`src/design/tcu_pkg.sv`:
```
package tcu_pkg;
  // register indices as printed (not multiples of four): byte address = 4 * index
  localparam logic [4:0] IDX_RUN      = 5'h00;
  localparam logic [4:0] IDX_FUNC     = 5'h01;
  localparam logic [4:0] IDX_GATE     = 5'h02;
  localparam logic [4:0] IDX_OUT      = 5'h03;
  localparam logic [4:0] IDX_REPEAT   = 5'h04;
  localparam logic [4:0] IDX_RELOAD   = 5'h05;
  localparam logic [4:0] IDX_COUNT    = 5'h06;
  localparam logic [4:0] IDX_WIDTH    = 5'h07;
  localparam logic [4:0] IDX_IN_MASK  = 5'h08;
  localparam logic [4:0] IDX_CT_MASK  = 5'h09;
  localparam logic [4:0] IDX_IN_FLAGS = 5'h0a;
  localparam logic [4:0] IDX_CT_FLAGS = 5'h0b;
  localparam logic [4:0] IDX_GLOBAL   = 5'h0c;
  localparam int         ADDR_W       = 7;

  localparam logic [2:0] FN_TIMER   = 3'h0;
  localparam logic [2:0] FN_COUNTER = 3'h1;
  localparam logic [2:0] FN_MANDEC  = 3'h3;
  localparam logic [2:0] FN_PWM     = 3'h4;
  localparam logic [1:0] GT_NONE    = 2'h0;
  localparam logic [1:0] GT_HIGH    = 2'h1;
  localparam logic [1:0] GT_LOW     = 2'h2;
  localparam logic [2:0] OM_PLAIN   = 3'h0;
  localparam logic [2:0] OM_PULSE   = 3'h1;
  localparam logic [2:0] OM_LEVEL   = 3'h2;
  localparam logic [2:0] OM_TOGGLE  = 3'h4;

  localparam logic [31:0] RST_RELOAD = 32'h0000_0001;
  localparam logic [15:0] RST_WIDTH  = 16'h0001;
  localparam logic [1:0]  RESP_OKAY   = 2'h0;
  localparam logic [1:0]  RESP_SLVERR = 2'h2;

  localparam int CLK_MHZ   = 200;
  localparam int TICK_NS   = 1000;
  localparam int TICK_CYC  = TICK_NS * CLK_MHZ / 1000;

  typedef struct packed {
    logic [2:0] func;
    logic [1:0] gate;
    logic [2:0] outm;
    logic       repeat_on;
    logic       run;
  } tcu_cfg_t;
endpackage

```
`src/design/tcu_top.sv`:
```
// How it works
// run register 0 halts, 1 starts
// function 0 timer, 1 count, 4 PWM, 3 decrements
// reload register holds 1 to all ones; the code still loads zero into it on a count write of zero
// count write loads reload and count
// count read returns live count undisturbed
// input mask bit n enables line n
// counter mask bit 0 enables zero event
// masks read back last written value
// zero and input events set status bits
// status read returns bits then clears
// global enable gates request, masks kept
// status latches even with global disable
// gate mode freezes count on line zero
// output mode drives line zero on zero
// repeat 0 stops at zero, 1 reloads
// pulse width counted in microsecond ticks
// request while enabled unmasked status set
// timer per tick, counter per input edge
//
// Added by the designer: the AXI4-Lite register port and the placing of the registers.
`timescale 1ns/100ps
module tcu_top
  import tcu_pkg::*;
(
  input  wire logic              MCLK,
  input  wire logic              RESET,
  input  wire logic [ADDR_W-1:0] S_AXI_AWADDR,
  input  wire logic              S_AXI_AWVALID,
  output logic                   S_AXI_AWREADY,
  input  wire logic [31:0]       S_AXI_WDATA,
  input  wire logic [3:0]        S_AXI_WSTRB,
  input  wire logic              S_AXI_WVALID,
  output logic                   S_AXI_WREADY,
  output logic [1:0]             S_AXI_BRESP,
  output logic                   S_AXI_BVALID,
  input  wire logic              S_AXI_BREADY,
  input  wire logic [ADDR_W-1:0] S_AXI_ARADDR,
  input  wire logic              S_AXI_ARVALID,
  output logic                   S_AXI_ARREADY,
  output logic [31:0]            S_AXI_RDATA,
  output logic [1:0]             S_AXI_RRESP,
  output logic                   S_AXI_RVALID,
  input  wire logic              S_AXI_RREADY,
  input  wire logic [7:0]        INPUT_LINES,
  output logic                   OUTPUT_LINE_ZERO,
  output logic                   PLAIN_OUT_VALUE,
  output logic                   IRQ
);
  tcu_cfg_t    cfg_reg;
  logic [31:0] reload_reg;
  logic [31:0] count_reg;
  logic [15:0] width_reg;
  logic [7:0]  in_mask_reg;
  logic [7:0]  ct_mask_reg;
  logic [7:0]  in_flags_reg;
  logic [7:0]  ct_flags_reg;
  logic        global_en_reg;
  logic        plain_reg;
  logic [7:0]  lines;
  logic [7:0]  lines_prev_reg;
  logic        tick;
  tcu_sync u_sync (.clk(MCLK), .rst(RESET), .d(INPUT_LINES), .q(lines));
  tcu_tick u_tick (.clk(MCLK), .rst(RESET), .tick(tick));
  // write channel: address and data latched independently, either order
  logic [ADDR_W-1:0] aw_reg;
  logic              aw_full_reg;
  logic [31:0]       w_reg;
  logic [3:0]        ws_reg;
  logic              w_full_reg;
  logic              wr_go;
  logic [4:0]        wr_idx;
  logic              wr_ok;
  assign wr_go  = aw_full_reg && w_full_reg && !S_AXI_BVALID;
  assign wr_idx = aw_reg[ADDR_W-1:2];
  assign wr_ok  = (wr_idx <= IDX_GLOBAL) && (wr_idx != IDX_IN_FLAGS) && (wr_idx != IDX_CT_FLAGS);
  always_ff @(posedge MCLK)
  begin
    if (RESET)
    begin
      aw_full_reg   <= 1'b0;
      aw_reg        <= '0;
      S_AXI_AWREADY <= 1'b0;
    end
    else
    begin
      S_AXI_AWREADY <= !aw_full_reg && !(S_AXI_AWVALID && S_AXI_AWREADY);
      if (S_AXI_AWVALID && S_AXI_AWREADY)
      begin
        aw_reg      <= S_AXI_AWADDR;
        aw_full_reg <= 1'b1;
      end
      else if (wr_go)
        aw_full_reg <= 1'b0;
    end
  end
  always_ff @(posedge MCLK)
  begin
    if (RESET)
    begin
      w_full_reg   <= 1'b0;
      w_reg        <= 32'h0000_0000;
      ws_reg       <= 4'h0;
      S_AXI_WREADY <= 1'b0;
    end
    else
    begin
      S_AXI_WREADY <= !w_full_reg && !(S_AXI_WVALID && S_AXI_WREADY);
      if (S_AXI_WVALID && S_AXI_WREADY)
      begin
        w_reg      <= S_AXI_WDATA;
        ws_reg     <= S_AXI_WSTRB;
        w_full_reg <= 1'b1;
      end
      else if (wr_go)
        w_full_reg <= 1'b0;
    end
  end
  always_ff @(posedge MCLK)
  begin
    if (RESET)
    begin
      S_AXI_BVALID <= 1'b0;
      S_AXI_BRESP  <= RESP_OKAY;
    end
    else if (wr_go)
    begin
      S_AXI_BVALID <= 1'b1;
      S_AXI_BRESP  <= wr_ok ? RESP_OKAY : RESP_SLVERR;
    end
    else if (S_AXI_BREADY)
      S_AXI_BVALID <= 1'b0;
  end
  // byte-lane merge of the pending write data onto the old value
  function automatic logic [31:0] merge(input logic [31:0] old, input logic [31:0] nw, input logic [3:0] be);
    logic [31:0] r;
    r = old;
    for (int i = 0; i < 4; i++)
      if (be[i])
        r[i*8 +: 8] = nw[i*8 +: 8];
    return r;
  endfunction
  logic [31:0] wv_cfg, wv_reload, wv_count;
  assign wv_reload = merge(reload_reg, w_reg, ws_reg);
  assign wv_count  = merge(count_reg, w_reg, ws_reg);
  assign wv_cfg    = merge(32'h0000_0000, w_reg, ws_reg);
  logic wr_func, wr_count, wr_reload;
  assign wr_func   = wr_go && wr_idx == IDX_FUNC;
  assign wr_count  = wr_go && wr_idx == IDX_COUNT;
  assign wr_reload = wr_go && wr_idx == IDX_RELOAD;
  always_ff @(posedge MCLK)
  begin
    if (RESET)
    begin
      cfg_reg       <= '0;
      width_reg     <= RST_WIDTH;
      in_mask_reg   <= 8'h00;
      ct_mask_reg   <= 8'h00;
      global_en_reg <= 1'b0;
      plain_reg     <= 1'b0;
    end
    else if (wr_go)
    begin
      case (wr_idx)
        IDX_RUN:     cfg_reg.run <= wv_cfg[0];
        IDX_FUNC:
          if (wv_cfg[2:0] != FN_MANDEC)
            cfg_reg.func <= wv_cfg[2:0];
        IDX_GATE:    cfg_reg.gate <= wv_cfg[1:0];
        IDX_OUT:     cfg_reg.outm <= wv_cfg[2:0];
        IDX_REPEAT:  cfg_reg.repeat_on <= wv_cfg[0];
        IDX_WIDTH:   width_reg <= wv_cfg[15:0];
        IDX_IN_MASK: in_mask_reg <= wv_cfg[7:0];
        IDX_CT_MASK: ct_mask_reg <= wv_cfg[7:0];
        IDX_GLOBAL:
        begin
          global_en_reg <= wv_cfg[0];
          plain_reg     <= wv_cfg[1];
        end
        default: ;
      endcase
    end
  end
  logic gate_open, in0_rise, step, at_zero, manual_dec;
  assign in0_rise = lines[0] && !lines_prev_reg[0];
  always_comb
  begin
    case (cfg_reg.gate)
      GT_HIGH: gate_open = lines[0];
      GT_LOW:  gate_open = !lines[0];
      default: gate_open = 1'b1;
    endcase
  end
  assign step = cfg_reg.run && gate_open && (count_reg != 32'h0000_0000) &&
                ((cfg_reg.func == FN_COUNTER) ? in0_rise : tick);
  assign manual_dec = wr_func && wv_cfg[2:0] == FN_MANDEC && count_reg != 32'h0000_0000;
  assign at_zero    = (step || manual_dec) && count_reg == 32'h0000_0001;
  always_ff @(posedge MCLK)
  begin
    if (RESET)
    begin
      count_reg  <= RST_RELOAD;
      reload_reg <= RST_RELOAD;
    end
    else if (wr_count)
    begin
      count_reg  <= wv_count;
      reload_reg <= wv_count;
    end
    else
    begin
      if (wr_reload && wv_reload != 32'h0000_0000)
        reload_reg <= wv_reload;
      if (at_zero && cfg_reg.repeat_on)
        count_reg <= reload_reg;
      else if (step || manual_dec)
        count_reg <= count_reg - 32'h0000_0001;
    end
  end
  logic [15:0] pulse_cnt_reg;
  logic        level_reg;
  always_ff @(posedge MCLK)
  begin
    if (RESET)
    begin
      pulse_cnt_reg    <= 16'h0000;
      level_reg        <= 1'b0;
      OUTPUT_LINE_ZERO <= 1'b0;
      PLAIN_OUT_VALUE  <= 1'b0;
    end
    else
    begin
      if (wr_go && wr_idx == IDX_OUT)
        level_reg <= 1'b0;
      else if (at_zero && cfg_reg.outm == OM_LEVEL)
        level_reg <= 1'b1;
      else if (at_zero && cfg_reg.outm == OM_TOGGLE)
        level_reg <= !level_reg;
      if (at_zero && cfg_reg.outm == OM_PULSE)
        pulse_cnt_reg <= width_reg;
      else if (tick && pulse_cnt_reg != 16'h0000)
        pulse_cnt_reg <= pulse_cnt_reg - 16'h0001;
      PLAIN_OUT_VALUE <= plain_reg;
      case (cfg_reg.outm)
        OM_PULSE:  OUTPUT_LINE_ZERO <= pulse_cnt_reg != 16'h0000;
        OM_LEVEL:  OUTPUT_LINE_ZERO <= level_reg;
        OM_TOGGLE: OUTPUT_LINE_ZERO <= level_reg;
        default:   OUTPUT_LINE_ZERO <= plain_reg;
      endcase
    end
  end
  // read channel
  logic [4:0] rd_idx;
  logic       rd_take, rd_in_flags, rd_ct_flags;
  assign rd_idx  = S_AXI_ARADDR[ADDR_W-1:2];
  assign rd_take = S_AXI_ARVALID && S_AXI_ARREADY;
  assign rd_in_flags = rd_take && rd_idx == IDX_IN_FLAGS;
  assign rd_ct_flags = rd_take && rd_idx == IDX_CT_FLAGS;
  always_ff @(posedge MCLK)
  begin
    if (RESET)
      S_AXI_ARREADY <= 1'b0;
    else
      S_AXI_ARREADY <= !S_AXI_RVALID && !rd_take;
  end
  always_ff @(posedge MCLK)
  begin
    if (RESET)
    begin
      S_AXI_RVALID <= 1'b0;
      S_AXI_RDATA  <= 32'h0000_0000;
      S_AXI_RRESP  <= RESP_OKAY;
    end
    else if (rd_take)
    begin
      S_AXI_RVALID <= 1'b1;
      S_AXI_RRESP  <= RESP_OKAY;
      case (rd_idx)
        IDX_RUN:      S_AXI_RDATA <= {31'h0, cfg_reg.run};
        IDX_FUNC:     S_AXI_RDATA <= {29'h0, cfg_reg.func};
        IDX_GATE:     S_AXI_RDATA <= {30'h0, cfg_reg.gate};
        IDX_OUT:      S_AXI_RDATA <= {29'h0, cfg_reg.outm};
        IDX_REPEAT:   S_AXI_RDATA <= {31'h0, cfg_reg.repeat_on};
        IDX_RELOAD:   S_AXI_RDATA <= reload_reg;
        IDX_COUNT:    S_AXI_RDATA <= count_reg;
        IDX_WIDTH:    S_AXI_RDATA <= {16'h0, width_reg};
        IDX_IN_MASK:  S_AXI_RDATA <= {24'h0, in_mask_reg};
        IDX_CT_MASK:  S_AXI_RDATA <= {24'h0, ct_mask_reg};
        IDX_IN_FLAGS: S_AXI_RDATA <= {24'h0, in_flags_reg};
        IDX_CT_FLAGS: S_AXI_RDATA <= {24'h0, ct_flags_reg};
        IDX_GLOBAL:   S_AXI_RDATA <= {30'h0, plain_reg, global_en_reg};
        default:
        begin
          S_AXI_RDATA <= 32'h0000_0000;
          S_AXI_RRESP <= RESP_SLVERR;
        end
      endcase
    end
    else if (S_AXI_RREADY)
      S_AXI_RVALID <= 1'b0;
  end
  // event flags: a new event in the clearing cycle survives the clear
  logic [7:0] in_event;
  assign in_event = lines ^ lines_prev_reg;
  always_ff @(posedge MCLK)
  begin
    if (RESET)
    begin
      lines_prev_reg <= 8'h00;
      in_flags_reg   <= 8'h00;
      ct_flags_reg   <= 8'h00;
      IRQ            <= 1'b0;
    end
    else
    begin
      lines_prev_reg <= lines;
      in_flags_reg   <= (rd_in_flags ? 8'h00 : in_flags_reg) | in_event;
      ct_flags_reg   <= (rd_ct_flags ? 8'h00 : ct_flags_reg) | {7'h0, at_zero};
      IRQ            <= global_en_reg && (|(in_flags_reg & in_mask_reg) || |(ct_flags_reg & ct_mask_reg));
    end
  end
  AST_IRQ_GATED: assert property (@(posedge MCLK) disable iff (RESET)
    !global_en_reg |=> !IRQ) else $error("irq raised while globally disabled");
  AST_IRQ_FOLLOWS: assert property (@(posedge MCLK) disable iff (RESET)
    (global_en_reg && (ct_flags_reg[0] && ct_mask_reg[0])) |=> IRQ) else $error("irq missing");
  AST_ZERO_FLAG: assert property (@(posedge MCLK) disable iff (RESET)
    at_zero |=> ct_flags_reg[0]) else $error("zero event not latched");
  AST_IN_FLAG: assert property (@(posedge MCLK) disable iff (RESET)
    |in_event |=> (in_flags_reg & $past(in_event)) == $past(in_event)) else $error("input event not latched");
  AST_RD_CLEAR: assert property (@(posedge MCLK) disable iff (RESET)
    (rd_ct_flags && !at_zero) |=> ct_flags_reg == 8'h00) else $error("status not cleared by read");
  AST_STOP_HOLD: assert property (@(posedge MCLK) disable iff (RESET)
    (!cfg_reg.run && !wr_go) |=> $stable(count_reg)) else $error("count moved while halted");
  AST_COUNT_LOAD: assert property (@(posedge MCLK) disable iff (RESET)
    wr_count && ws_reg == 4'hf |=> count_reg == $past(w_reg) && reload_reg == $past(w_reg))
    else $error("count write did not load both");
  AST_SINGLE_STOP: assert property (@(posedge MCLK) disable iff (RESET)
    (at_zero && !cfg_reg.repeat_on && !wr_go) |=> count_reg == 32'h0000_0000 ##1 count_reg == 32'h0000_0000)
    else $error("single cycle did not stop");
  AST_RELOAD_NZ: assert property (@(posedge MCLK) disable iff (RESET)
    reload_reg != 32'h0000_0000 || $past(wr_count)) else $error("reload became zero");
endmodule // tcu_top

```
`src/design/tcu_tick.sv`:
```
`timescale 1ns/100ps
module tcu_tick
  import tcu_pkg::*;
(
  input  wire logic clk,
  input  wire logic rst,
  output logic      tick
);
  logic [$clog2(TICK_CYC)-1:0] cnt_reg;

  always_ff @(posedge clk)
  begin
    if (rst)
    begin
      cnt_reg <= '0;
      tick    <= 1'b0;
    end
    else
    begin
      tick <= (cnt_reg == ($clog2(TICK_CYC))'(TICK_CYC - 1));
      if (cnt_reg == ($clog2(TICK_CYC))'(TICK_CYC - 1))
        cnt_reg <= '0;
      else
        cnt_reg <= cnt_reg + 1'b1;
    end
  end
endmodule // tcu_tick

```
`src/design/tcu_sync.sv`:
```
`timescale 1ns/100ps
module tcu_sync
  import tcu_pkg::*;
(
  input  wire logic       clk,
  input  wire logic       rst,
  input  wire logic [7:0] d,
  output logic      [7:0] q
);
  logic [7:0] meta_reg;

  always_ff @(posedge clk)
  begin
    if (rst)
    begin
      meta_reg <= 8'h00;
      q        <= 8'h00;
    end
    else
    begin
      meta_reg <= d;
      q        <= meta_reg;
    end
  end
endmodule // tcu_sync

```
`config.mk`:
```
export PLATFORM = sky130hd
export DESIGN_NAME = tcu_top
export DESIGN_NICKNAME = d
export VERILOG_FILES = /design/src/design/tcu_pkg.sv /design/src/design/tcu_top.sv /design/src/design/tcu_tick.sv /design/src/design/tcu_sync.sv
export SDC_FILE = /design/constraint.sdc
export NUM_CORES = 1
export LEC_CHECK = 0
export BUFFER_PORTS_ARGS = -buffer_cell sky130_fd_sc_hd__buf_4
export CAP_MARGIN = 25
export CORE_UTILIZATION = 35
export CTS_BUF_LIST = sky130_fd_sc_hd__clkbuf_2
export DETAILED_ROUTE_END_ITERATION = 8
export GPL_TIMING_DRIVEN = 1
export HOLD_SLACK_MARGIN = 0.03
export PLACE_DENSITY = 0.48
export SLEW_MARGIN = 30
export SYNTH_ARGS = -nofsm -noshare
export SYNTH_HDL_FRONTEND = slang
export SYNTH_SLANG_ARGS = --single-unit
```
`constraint.sdc`:
```
create_clock -name MCLK -period 6.3 [get_ports MCLK]
set_input_delay 0.945 -clock MCLK [delete_from_list [all_inputs] [get_ports MCLK]]
set_output_delay 0.945 -clock MCLK [all_outputs]
set_load 0.02 [all_outputs]
```
==> reports/summary.json, run 1 <==
{
  "synth.largest_area_cell": {"value": "sky130_fd_sc_hd__dfxtp_1"},
  "start_kind": {"value": "flip-flop"},
  "grt_antenna_before_repair": {"value": 2},
  "pre_cts_worst_setup_slack": {"value": 2.60, "unit": "ns"},
  "crit_fanout": {"value": 19},
  "vias": {"value": 11557},
  "cp_data_required_time": {"value": 7.09, "unit": "ns"},
  "floorplan.die.height": {"value": 188, "unit": "um"},
  "top_reg_cell_synth": {"value": "sky130_fd_sc_hd__dfxtp_1"},
  "reported_leakage_power": {"value": 0.00508, "unit": "uW"},
  "syn_inst": {"value": 1507},
  "start_util": {"value": 0.358},
  "tritoncts": {"value": "built"},
  "yosys_warnings": {"value": 0},
  "ios": {"value": 109},
  "number_of_flops_mapped_to_enable_cells_by_yosys": {"value": 0},
  "overflow": {"value": 0},
  "post_synth_main_area_contributors": {"value": "sky130_fd_sc_hd__dfxtp_1 (42%), sky130_fd_sc_hd__a21oi_1 (6.8%), sky130_fd_sc_hd__nor2_1 (5.1%)"},
  "final-setup-viol-count": {"value": 0},
  "synth-seq-cells": {"value": 252},
  "final_max_slew_viol_count": {"value": 0},
  "clock-root-buffer": {"value": "sky130_fd_sc_hd__clkbuf_2"},
  "worst_setup_path_end_kind": {"value": "flip-flop"},
  "worstPathArrival": {"value": 4.27, "unit": "ns"},
  "antenna_violating_nets_post_route": {"value": 0},
  "std_cell_rows": {"value": 67},
  "slew-limit-headroom": {"value": 0.310},
  "drt-wirelength-per-cell": {"value": 19.3, "unit": "um"},
  "yosys.cell_count.top_type": {"value": "sky130_fd_sc_hd__dfxtp_1"},
  "pin_count_of_the_biggest_net_entering_global_routing": {"value": 84},
  "cts_buffer_depth": {"value": 3},
  "vias_per_cell": {"value": 5.56},
  "layoutNonFillerInstCount": {"value": 2079},
  "die_wd": {"value": 188, "unit": "um"},
  "cts_setup_buffers": {"value": 0},
  "ctsHoldBuffers": {"value": 0},
  "num-fill-cells": {"value": 3604},
  "synth_area": {"value": 12100, "unit": "um^2"},
  "power_internal": {"value": 2190, "unit": "uW"},
  "fin_util": {"value": 0.407},
  "max_freq": {"value": 0.288, "unit": "GHz"},
  "hold_viol": {"value": 0},
  "totalWireLength": {"value": 40100, "unit": "um"},
  "clk-insertion-delay-late": {"value": 0.95, "unit": "ns"},
  "number_of_remaining_drc_errors": {"value": 0},
  "grt_pass1_wl": {"value": 63500, "unit": "um"},
  "synth.yosys.seq_area_share": {"value": 0.417},
  "portBuffers": {"value": 102},
  "switching_power": {"value": 869, "unit": "uW"},
  "drt_pre_antenna_iters": {"value": 7},
  "period_needed": {"value": 3.47, "unit": "ns"},
  "finalNetCount": {"value": 1659},
  "comb_power_share": {"value": 0.060},
  "layout-drive-gt1-share": {"value": 0.161},
  "holdCritPathClass": {"value": "in2reg"},
  "final-seq-area": {"value": 5040, "unit": "um^2"},
  "cts-htree-levels": {"value": 3},
  "worst_setup_hold_path_clk_slew": {"value": 0.10, "unit": "ns"},
  "post_synth_num_cell_types": {"value": 73},
  "cts.sinks": {"value": 252},
  "yosysTopAreaCellShare": {"value": 0.417},
  "power.sequential.fraction": {"value": 0.540},
  "drv.max_cap_violation_count": {"value": 0},
  "sw_frac_of_total": {"value": 0.284},
  "area_delta_synth_final": {"value": 13.6, "unit": "%"},
  "global_route_total_usage_across_every_layer": {"value": 0.228},
  "grt_setup_unrepaired": {"value": "false"},
  "powerDensity": {"value": 223, "unit": "nW/um^2"},
  "syn-mean-instance-area": {"value": 8.03, "unit": "um^2"},
  "worst_r2r_endpoint": {"value": "count_reg[17]"},
  "multi_input_comb_area": {"value": 6400, "unit": "um^2"},
  "setup.worst_path.end": {"value": "count_reg[17]"},
  "core_area": {"value": 33800, "unit": "um^2"},
  "postSynth.asyncResetShare": {"value": 0},
  "cts_inserted_buffers": {"value": 72},
  "setup_slack": {"value": 2.83, "unit": "ns"},
  "detailedRoute.firstIterationViolations": {"value": 1110},
  "critical_path_class": {"value": "reg2reg"},
  "peakVddDrop": {"value": 111, "unit": "uV"},
  "outcome": {"value": "finished, final reports clean"},
  "timing.reg2reg.setup_slack": {"value": 2.83, "unit": "ns"},
  "crit_path_start": {"value": "count_reg[26]"},
  "timing.clock.skew": {"value": 0.0794, "unit": "ns"},
  "first_global_vias": {"value": 11170},
  "place.detailed.instances": {"value": 1959},
  "gpl.final_weighted_congestion": {"value": 0.844},
  "timing.setup.tns": {"value": 0, "unit": "ns"},
  "power_frac_clock": {"value": 0.400},
  "post_cts.resized_instances": {"value": 0},
  "worst_slew_pin_tran": {"value": 1.01, "unit": "ns"},
  "dp_hpwl": {"value": 26600, "unit": "um"},
  "r2r_start": {"value": "count_reg[26]"},
  "die_area": {"value": 35300, "unit": "um^2"},
  "finalCritPeriodShare": {"value": 0.551},
  "r2r.worst_path.cells": {"value": 6},
  "netlist_top_cells_count": {"value": "sky130_fd_sc_hd__dfxtp_1 (252), sky130_fd_sc_hd__a21oi_1 (164), sky130_fd_sc_hd__nor2_1 (163), sky130_fd_sc_hd__nand2_1 (153), sky130_fd_sc_hd__clkbuf_1 (100)"}
}
## power by group through the flow
stage               sequential, uW  clock [uW]  combinational [uW]
finish                        1650        1230                 184
global route                  1660        1360                 203
CTS                           1650        1280                 185
detailed placement            1690           0                 184
global placement              1690           0                 183
floorplan                     1680           0                 111
## per-stage QoR
stage	hold slack (ns)	instance area [um^2]	power [uW]
after floorplan	0.413	12100	1790
after global placement	0.417	13100	1870
after detailed placement	0.422	13100	1870
after CTS	0.135	13800	3120
after global routing	0.147	13800	3230
final	0.239	13800	3060
## logic make-up (layout without fill, tap and decap cells)
group           Yosys count  in the layout  synth area share
simple gates            564            564             0.231
compound gates          442            442             0.235
flops                   252            252             0.417
buf+inv                 174            296            0.0573
xor+xnor                 47             47            0.0340
mux                      18             18            0.0163
fa+ha+maj                 9              9           0.00931
other cells               1              3          0.000310
## critical path: stages (launching register included)
cell and delay (ns):
sky130_fd_sc_hd__dfxtp_1 0.43, sky130_fd_sc_hd__or4_4 0.61, sky130_fd_sc_hd__nor4_4 0.41, sky130_fd_sc_hd__and4_1 0.78
sky130_fd_sc_hd__nand2_2 0.47, sky130_fd_sc_hd__a211o_1 0.38, sky130_fd_sc_hd__a221oi_1 0.24
## area by class of cell
| class | count | area share |
|---|---|---|
| Inverter | 57 | 0.0156 |
| Multi-Input combinational cell | 1082 | 0.465 |
| Sequential cell | 252 | 0.367 |
| Timing Repair Buffer | 120 | 0.0658 |
| Clock inverter | 19 | 0.00946 |
| Antenna cell | 1 | 0.000182 |
| Tap cell | 448 | 0.0408 |
| Clock buffer | 100 | 0.0364 |
## worst min-delay path by stage
stage                       start                  to  slack [ns]  depth (start not counted)
6_report          S_AXI_WDATA[19]           w_reg[19]        0.24                          3
5_1_grt            INPUT_LINES[3]  u_sync.meta_reg[3]        0.15                          2
4_1_cts            INPUT_LINES[0]  u_sync.meta_reg[0]        0.14                          2
3_5_place_dp   u_sync.meta_reg[6]         u_sync.q[6]        0.42                          1
3_3_place_gp   u_sync.meta_reg[3]         u_sync.q[3]        0.42                          1
2_1_floorplan   u_tick.cnt_reg[0]   u_tick.cnt_reg[0]        0.41                          1
## cell usage in the layout, fill, tap and decap left out, drive strengths merged, types with 9 or more instances in the layout
cell / Yosys / layout
o21ai: 79 / 79
a21oi: 164 / 164
and2: 11 / 11
nand3: 41 / 41
or3: 16 / 16
nor4: 31 / 31
nor2: 163 / 163
mux2i: 13 / 13
a221oi: 36 / 36
dfxtp: 252 / 252
o31ai: 19 / 19
nand2: 154 / 154
buf: 16 / 120
ha: 9 / 9
a211oi: 30 / 30
o22ai: 17 / 17
nand2b: 27 / 27
xor2: 20 / 20
a222oi: 11 / 11
a31oi: 11 / 11
nor3: 30 / 30
nor2b: 30 / 30
nand4: 12 / 12
and3: 11 / 11
clkinv: 0 / 14
xnor2: 27 / 27
inv: 57 / 59
a22oi: 29 / 29
clkbuf: 101 / 100
## metal layers
metal  global-route usage  part of all wire
met3               0.0492             0.062
met4               0.0907             0.028
met5                    0                 0
met2                0.343              0.43
met1                0.314              0.48
No activity file was read; power rests on OpenSTA's default activity.
==> run 2, diff against run 1 <==
==> constraint.sdc (replaced) <==
create_clock -name MCLK -period 3.25 [get_ports MCLK]
set_input_delay 0.4875 -clock MCLK [delete_from_list [all_inputs] [get_ports MCLK]]
set_output_delay 0.4875 -clock MCLK [all_outputs]
set_load 0.02 [all_outputs]
==> run 2 against run 1 <==
Global-route usage rose by 0.35 points. Wire length rose by 2.1%. Critical path depth increased by 1. Die area unchanged. Combinational power rose by 140%. Critical path type unchanged. First-iteration DRC count is 20% lower. Utilization is 3.0 points higher. Sequential power rose by 94%. Flip-flop and latch count unchanged. Highest routed layer unchanged. Fmax is 22% higher. Clock power grew 96%.
==> reports/summary.json, run 2 (synthesis gave the netlist of run 1 again) <==
{
  "place.detailed.instances": {"value": 1997, "change": "+1.9%"},
  "hold_path_depth": {"value": 3, "change": "unchanged"},
  "cts.sinks": {"value": 252, "change": "unchanged"},
  "cp_data_required_time": {"value": 4.00, "unit": "ns", "change": "-3.09 ns"},
  "period_needed": {"value": 2.85, "unit": "ns", "change": "-0.621 ns"},
  "drv.max_cap_violation_count": {"value": 0, "change": "unchanged"},
  "worst_setup_path_end_kind": {"value": "flip-flop"},
  "gpl.final_weighted_congestion": {"value": 0.857, "change": "+1.6%"},
  "start_util": {"value": 0.358, "change": "unchanged"},
  "switching_power": {"value": 1700, "unit": "uW", "change": "+95%"},
  "cts-htree-levels": {"value": 3, "change": "unchanged"},
  "drt_pre_antenna_iters": {"value": 8, "change": "+1"},
  "final_max_slew_viol_count": {"value": 0, "change": "unchanged"},
  "core_area": {"value": 33800, "unit": "um^2", "change": "unchanged"},
  "hold_viol": {"value": 0, "change": "unchanged"},
  "drt-wirelength-per-cell": {"value": 18.7, "unit": "um", "change": "-2.8%"},
  "first_global_vias": {"value": 11422, "change": "+2.3%"},
  "pin_count_of_the_biggest_net_entering_global_routing": {"value": 220, "change": "+160%"},
  "final-setup-viol-count": {"value": 0, "change": "unchanged"},
  "layoutNonFillerInstCount": {"value": 2184, "change": "+5.1%"},
  "reported_leakage_power": {"value": 0.00558, "unit": "uW", "change": "+9.8%"},
  "comb_power_share": {"value": 0.072, "change": "+0.012"},
  "clock-root-buffer": {"value": "sky130_fd_sc_hd__clkbuf_2"},
  "outcome": {"value": "finished, final reports clean"},
  "number_of_remaining_drc_errors": {"value": 0, "change": "unchanged"},
  "ios": {"value": 109, "change": "unchanged"},
  "layout.cells.most_common": {"value": "sky130_fd_sc_hd__dfxtp_1"},
  "grt_antenna_before_repair": {"value": 2, "change": "unchanged"},
  "ctsHoldBuffers": {"value": 65, "change": "+65"},
  "sw_frac_of_total": {"value": 0.281, "change": "-0.00305"},
  "layout-drive-gt1-share": {"value": 0.173, "change": "+0.0128"},
  "crit_fanout": {"value": 31, "change": "+12"},
  "totalWireLength": {"value": 40900, "unit": "um", "change": "+2.1%"},
  "power.sequential.fraction": {"value": 0.529, "change": "-0.011"},
  "cts_setup_buffers": {"value": 0, "change": "unchanged"},
  "power_frac_clock": {"value": 0.399, "change": "about the same"},
  "floorplan.die.height": {"value": 188, "unit": "um", "change": "unchanged"},
  "finalNetCount": {"value": 1761, "change": "+6.1%"},
  "dp_hpwl": {"value": 27600, "unit": "um", "change": "+3.8%"},
  "std_cell_rows": {"value": 67, "change": "unchanged"},
  "die_area": {"value": 35300, "unit": "um^2", "change": "unchanged"},
  "worstPathArrival": {"value": 3.61, "unit": "ns", "change": "-0.66 ns"},
  "power_internal": {"value": 4350, "unit": "uW", "change": "+98%"},
  "grt_setup_unrepaired": {"value": "false"},
  "timing.clock.skew": {"value": 0.0905, "unit": "ns", "change": "+0.0111 ns"},
  "start_kind": {"value": "flip-flop"},
  "vias": {"value": 11985, "change": "+3.7%"},
  "powerDensity": {"value": 410, "unit": "nW/um^2", "change": "+84%"},
  "detailedRoute.firstIterationViolations": {"value": 884, "change": "-20%"},
  "timing.setup.tns": {"value": 0, "unit": "ns", "change": "unchanged"},
  "r2r_start": {"value": "count_reg[5]"},
  "final_cell_mix": {"value": "sky130_fd_sc_hd__dfxtp_1 (252), sky130_fd_sc_hd__a21oi_1 (164), sky130_fd_sc_hd__nor2_1 (163)"},
  "timing.hold.worst_endpoint": {"value": "lines_prev_reg[3]"},
  "total_power": {"value": 6050, "unit": "uW", "change": "+97%"},
  "post_cts.resized_instances": {"value": 0, "change": "unchanged"},
  "peakVddDrop": {"value": 252, "unit": "uV", "change": "+130%"},
  "r2r.worst_path.cells": {"value": 7, "change": "+1"},
  "worst_r2r_endpoint": {"value": "pulse_cnt_reg[9]"},
  "max_freq": {"value": 0.351, "unit": "GHz", "change": "+22%"},
  "num-fill-cells": {"value": 3549, "change": "-1.5%"},
  "timing.hold.worst.start": {"value": "RESET"},
  "global_route_total_usage_across_every_layer": {"value": 0.231, "change": "+0.00348"},
  "timing.reg2reg.setup_slack": {"value": 0.40, "unit": "ns", "change": "-2.43 ns"},
  "portBuffers": {"value": 102, "change": "unchanged"},
  "holdCritPathClass": {"value": "in2reg"},
  "cts_inserted_buffers": {"value": 70, "change": "-2.8%"},
  "cts_buffer_depth": {"value": 3, "change": "unchanged"},
  "fin_util": {"value": 0.437, "change": "+0.0297"},
  "slew-limit-headroom": {"value": 0.445, "change": "+0.135"},
  "finalCritPeriodShare": {"value": 0.878, "change": "+0.326"},
  "overflow": {"value": 0, "change": "unchanged"},
  "worst_slew_pin_tran": {"value": 0.830, "unit": "ns", "change": "-0.178 ns"},
  "area_delta_synth_final": {"value": 21.9, "unit": "%"},
  "clk-insertion-delay-late": {"value": 0.93, "unit": "ns", "change": "-0.02 ns"},
  "die_wd": {"value": 188, "unit": "um", "change": "unchanged"},
  "critical_path_class": {"value": "reg2reg"},
  "tritoncts": {"value": "built"},
  "grt_pass1_wl": {"value": 64600, "unit": "um", "change": "+1.8%"},
  "antenna_violating_nets_post_route": {"value": 0, "change": "unchanged"},
  "vias_per_cell": {"value": 5.49, "change": "-1.3%"},
  "worst_setup_hold_path_clk_slew": {"value": 0.11, "unit": "ns", "change": "about the same"}
}
[run 2: critical path: stages (launching register included)]
cell,delay [ns]
sky130_fd_sc_hd__dfxtp_1,0.43
sky130_fd_sc_hd__or3_1,0.46
sky130_fd_sc_hd__nor4_2,0.52
sky130_fd_sc_hd__nand3_4,0.20
sky130_fd_sc_hd__or4_1,0.55
sky130_fd_sc_hd__buf_4,0.27
sky130_fd_sc_hd__nor2_1,0.16
sky130_fd_sc_hd__a311oi_2,0.07
[run 2: power groups by stage]
stage | Combinational (uW) | Clock, uW | Sequential, uW
floorplan | 215 | 0 | 3250
global placement | 370 | 0 | 3270
detailed placement | 372 | 0 | 3270
CTS | 431 | 2510 | 3200
global route | 478 | 2680 | 3210
finish | 435 | 2410 | 3200
[run 2: how the worst max path moves through the flow]
stage                  start                 to  slack, ns  depth (start not counted)
2_1_floorplan  count_reg[26]   pulse_cnt_reg[0]       0.70                          9
3_3_place_gp    S_AXI_BVALID       count_reg[5]       0.24                          7
3_5_place_dp    S_AXI_BVALID  pulse_cnt_reg[15]       0.44                          8
4_1_cts         count_reg[5]  pulse_cnt_reg[15]       0.43                          7
5_1_grt            w_reg[25]     reload_reg[24]       0.13                          7
6_report        count_reg[5]   pulse_cnt_reg[9]       0.40                          7
[run 2: final cells by class]
class,count,area [um^2],share of cell area
inverters,57,214,0.0145
clock buffers,106,531,0.0359
diodes,1,2.50,0.000170
well taps,448,561,0.0380
multi-input cells,1082,6390,0.433
flip-flops and latches,252,5040,0.342
repair buffers,224,1910,0.129
clock inverters,14,114,0.00772
[run 2: layer usage]
layer  routed length, um  share of wire  GRT usage  vias to the layer above
li1                    -              -          -                     5830
met1               19500           0.48      0.322                     5705
met2               18300           0.45      0.356                      398
met3                2380          0.058     0.0402                       52
met4                 796          0.019     0.0838                        0
met5                   0              0          0                        -
[run 2: metrics by stage]
stage               instance area, um^2  setup WS [ns]  hold slack [ns]
floorplan                         12100          0.697            0.413
global placement                  13400          0.242            0.416
detailed placement                13400          0.437            0.424
CTS                               14700          0.428           0.0963
global route                      14800          0.126           0.0465
finish                            14800          0.398            0.110
==> run 3, diff against run 2 <==
==> constraint.sdc (replaced) <==
create_clock -name MCLK -period 2.71 [get_ports MCLK]
set_input_delay 0.4065 -clock MCLK [delete_from_list [all_inputs] [get_ports MCLK]]
set_output_delay 0.4065 -clock MCLK [all_outputs]
set_load 0.02 [all_outputs]
==> run 3 against run 2 <==
Worst setup slack got worse by 0.31 ns. Cell count rose by 5.3%. Global-route usage rose by 1.0 points. Non-clock buffer count rose by 105. Largest power group unchanged. Highest routed layer unchanged.
==> reports/summary.json, run 3 (synthesis gave the netlist of run 1 again) <==
{
  "outcome": {"value": "finished, final reports clean"},
  "critPathMaxStageDelay": {"value": 0.56, "unit": "ns", "change": "about the same"},
  "timing.setup.tns": {"value": 0, "unit": "ns", "change": "unchanged"},
  "antenna_violating_nets_post_route": {"value": 0, "change": "unchanged"},
  "die_area": {"value": 35300, "unit": "um^2", "change": "unchanged"},
  "ios": {"value": 109, "change": "unchanged"},
  "vias_per_cell": {"value": 5.38, "change": "-1.9%"},
  "cts-htree-levels": {"value": 3, "change": "unchanged"},
  "detailedRoute.firstIterationViolations": {"value": 792, "change": "-10%"},
  "final-setup-viol-count": {"value": 0, "change": "unchanged"},
  "comb_power_share": {"value": 0.079, "change": "+0.007"},
  "total_power": {"value": 7430, "unit": "uW", "change": "+23%"},
  "layout-drive-gt1-share": {"value": 0.203, "change": "+0.0292"},
  "gpl.final_weighted_congestion": {"value": 0.867, "change": "+1.2%"},
  "peakVddDrop": {"value": 294, "unit": "uV", "change": "+16%"},
  "grt_setup_unrepaired": {"value": "true"},
  "drt_pre_antenna_iters": {"value": 5, "change": "-3"},
  "sw_frac_of_total": {"value": 0.279, "change": "-0.00118"},
  "clock-root-buffer": {"value": "sky130_fd_sc_hd__clkbuf_2"},
  "reported_leakage_power": {"value": 0.00620, "unit": "uW", "change": "+11%"},
  "setup_slack": {"value": 0.0873, "unit": "ns", "change": "-0.310 ns"},
  "die_wd": {"value": 188, "unit": "um", "change": "unchanged"},
  "std_cell_rows": {"value": 67, "change": "unchanged"},
  "floorplan.die.height": {"value": 188, "unit": "um", "change": "unchanged"},
  "worst_setup_hold_path_clk_slew": {"value": 0.09, "unit": "ns", "change": "-0.02 ns"},
  "timing.clock.skew": {"value": 0.0775, "unit": "ns", "change": "-0.0130 ns"},
  "global_route_total_usage_across_every_layer": {"value": 0.241, "change": "+0.0103"},
  "powerDensity": {"value": 471, "unit": "nW/um^2", "change": "+15%"},
  "dp_hpwl": {"value": 29000, "unit": "um", "change": "+5.2%"},
  "pre_cts_worst_setup_slack": {"value": -0.0599, "unit": "ns", "change": "-0.497 ns"},
  "slew-limit-headroom": {"value": 0.442, "change": "-0.00322"},
  "cts_inserted_buffers": {"value": 73, "change": "+4.3%"},
  "layoutNonFillerInstCount": {"value": 2299, "change": "+5.3%"},
  "worst_slew_pin_tran": {"value": 0.836, "unit": "ns", "change": "+0.00623 ns"},
  "place.detailed.instances": {"value": 2066, "change": "+3.5%"},
  "holdCritPathClass": {"value": "in2reg"},
  "worstPathArrival": {"value": 3.47, "unit": "ns", "change": "-0.14 ns"},
  "power_frac_clock": {"value": 0.406, "change": "+0.007"},
  "finalNetCount": {"value": 1869, "change": "+6.1%"},
  "portBuffers": {"value": 102, "change": "unchanged"},
  "finalCritPeriodShare": {"value": 0.968},
  "start_kind": {"value": "primary input"},
  "overflow": {"value": 0, "change": "unchanged"},
  "crit_chain": {"value": "dlygate4sd3_1 > buf_4 > or2_2 > a311o_2 > a211o_1 > dlygate4sd3_1 > a21oi_1 > dlygate4sd3_1"},
  "grt_antenna_before_repair": {"value": 1, "change": "-1"},
  "clk-insertion-delay-late": {"value": 0.93, "unit": "ns", "change": "about the same"},
  "layout.cells.most_common": {"value": "sky130_fd_sc_hd__dfxtp_1"},
  "power.sequential.fraction": {"value": 0.515, "change": "-0.014"},
  "start_util": {"value": 0.358, "change": "unchanged"},
  "period_needed": {"value": 2.62, "unit": "ns"},
  "cp_data_required_time": {"value": 3.55, "unit": "ns", "change": "-0.45 ns"},
  "hold_viol": {"value": 0, "change": "unchanged"},
  "area_delta_synth_final": {"value": 30.3, "unit": "%"},
  "cts_buffer_depth": {"value": 3, "change": "unchanged"},
  "drv.max_cap_violation_count": {"value": 0, "change": "unchanged"},
  "cts.sinks": {"value": 252, "change": "unchanged"},
  "switching_power": {"value": 2080, "unit": "uW", "change": "+22%"},
  "critical-path-top-cell-by-count": {"value": "sky130_fd_sc_hd__dlygate4sd3_1"},
  "final_cell_mix": {"value": "sky130_fd_sc_hd__dfxtp_1 (252), sky130_fd_sc_hd__buf_4 (219), sky130_fd_sc_hd__a21oi_1 (164)"},
  "core_area": {"value": 33800, "unit": "um^2", "change": "unchanged"},
  "tritoncts": {"value": "built"},
  "final_max_slew_viol_count": {"value": 0, "change": "unchanged"},
  "vias": {"value": 12373, "change": "+3.2%"},
  "power_internal": {"value": 5350, "unit": "uW", "change": "+23%"},
  "totalWireLength": {"value": 42600, "unit": "um", "change": "+4.0%"},
  "worst_setup_path_end_kind": {"value": "flip-flop"},
  "number_of_remaining_drc_errors": {"value": 0, "change": "unchanged"},
  "grt_pass1_wl": {"value": 67200, "unit": "um", "change": "+4.0%"},
  "crit_fanout": {"value": 16, "change": "-48%"},
  "drt-wirelength-per-cell": {"value": 18.5, "unit": "um", "change": "-1.2%"},
  "critical-path-slowest-cell": {"value": "sky130_fd_sc_hd__dlygate4sd3_1"},
  "first_global_vias": {"value": 12238, "change": "+7.1%"},
  "critical_path_class": {"value": "in2reg"},
  "pin_count_of_the_biggest_net_entering_global_routing": {"value": 125, "change": "-43%"},
  "max_freq": {"value": 0.381, "unit": "GHz"}
}
run 3: stage by stage:
| step | hold slack (ns) | util | area, um^2 |
|---|---|---|---|
| 6_report | 0.127 | 0.467 | 15800 |
| 5_1_grt | 0.0943 | 0.467 | 15800 |
| 4_1_cts | 0.0301 | 0.465 | 15700 |
| 3_5_place_dp | 0.426 | 0.414 | 14000 |
| 3_3_place_gp | 0.428 | 0.413 | 14000 |
| 2_1_floorplan | 0.413 | - | 12100 |
run 3: critical path: cells and delay by family:
kind,cells,cell delay [ns]
simple gates,1,0.33
buf+inv,4,1.84
compound gates,3,0.89
run 3: worst paths after layout:
kind	from	slack, ns	endpoint	cells after the start
setup / recovery	S_AXI_ARADDR[3]	0.09	S_AXI_RDATA[1]	8
hold / removal	S_AXI_WVALID	0.13	w_reg[22]	5
setup reg to reg	count_reg[21]	0.16	pulse_cnt_reg[6]	7
hold reg to reg	u_sync.meta_reg[2]	0.45	u_sync.q[2]	1
run 3: area by class of cell:
type / count / area, um^2
clock buffer: 103 / 515
clock inverter: 27 / 189
multi-input combinational: 1082 / 6430
inverter: 57 / 214
fill: 3478 / 18000
tap: 448 / 561
antenna: 1 / 2.50
sequential: 252 / 5040
timing repair buffer: 329 / 2810
run 3: power by group through the flow:
| stage | clock [uW] | sequential (uW) | combinational [uW] |
|---|---|---|---|
| 3_3_place_gp | 0 | 3910 | 472 |
| 5_1_grt | 3340 | 3840 | 638 |
| 4_1_cts | 3140 | 3830 | 582 |
| 3_5_place_dp | 0 | 3910 | 474 |
| 6_report | 3020 | 3830 | 586 |
| 2_1_floorplan | 0 | 3900 | 258 |
run 3: layer usage:
| layer | track usage | routed length [um] |
|---|---|---|
| met1 | 0.321 | 20000 |
| met2 | 0.380 | 19200 |
| met3 | 0.0490 | 2310 |
| met4 | 0.0991 | 987 |
| met5 | 0 | 0 |
run 3: what timing repair did:
item | 4_1_cts | 5_1_grt
resized for setup | 2 | 12
buffers inserted | 0 | 0
pin swaps | 0 | 4
hold buffers | 101 | 0
cloned | 0 | 1
endpoints found under the setup margin | 18 | 25
hold endpoints to repair | 131 | 0
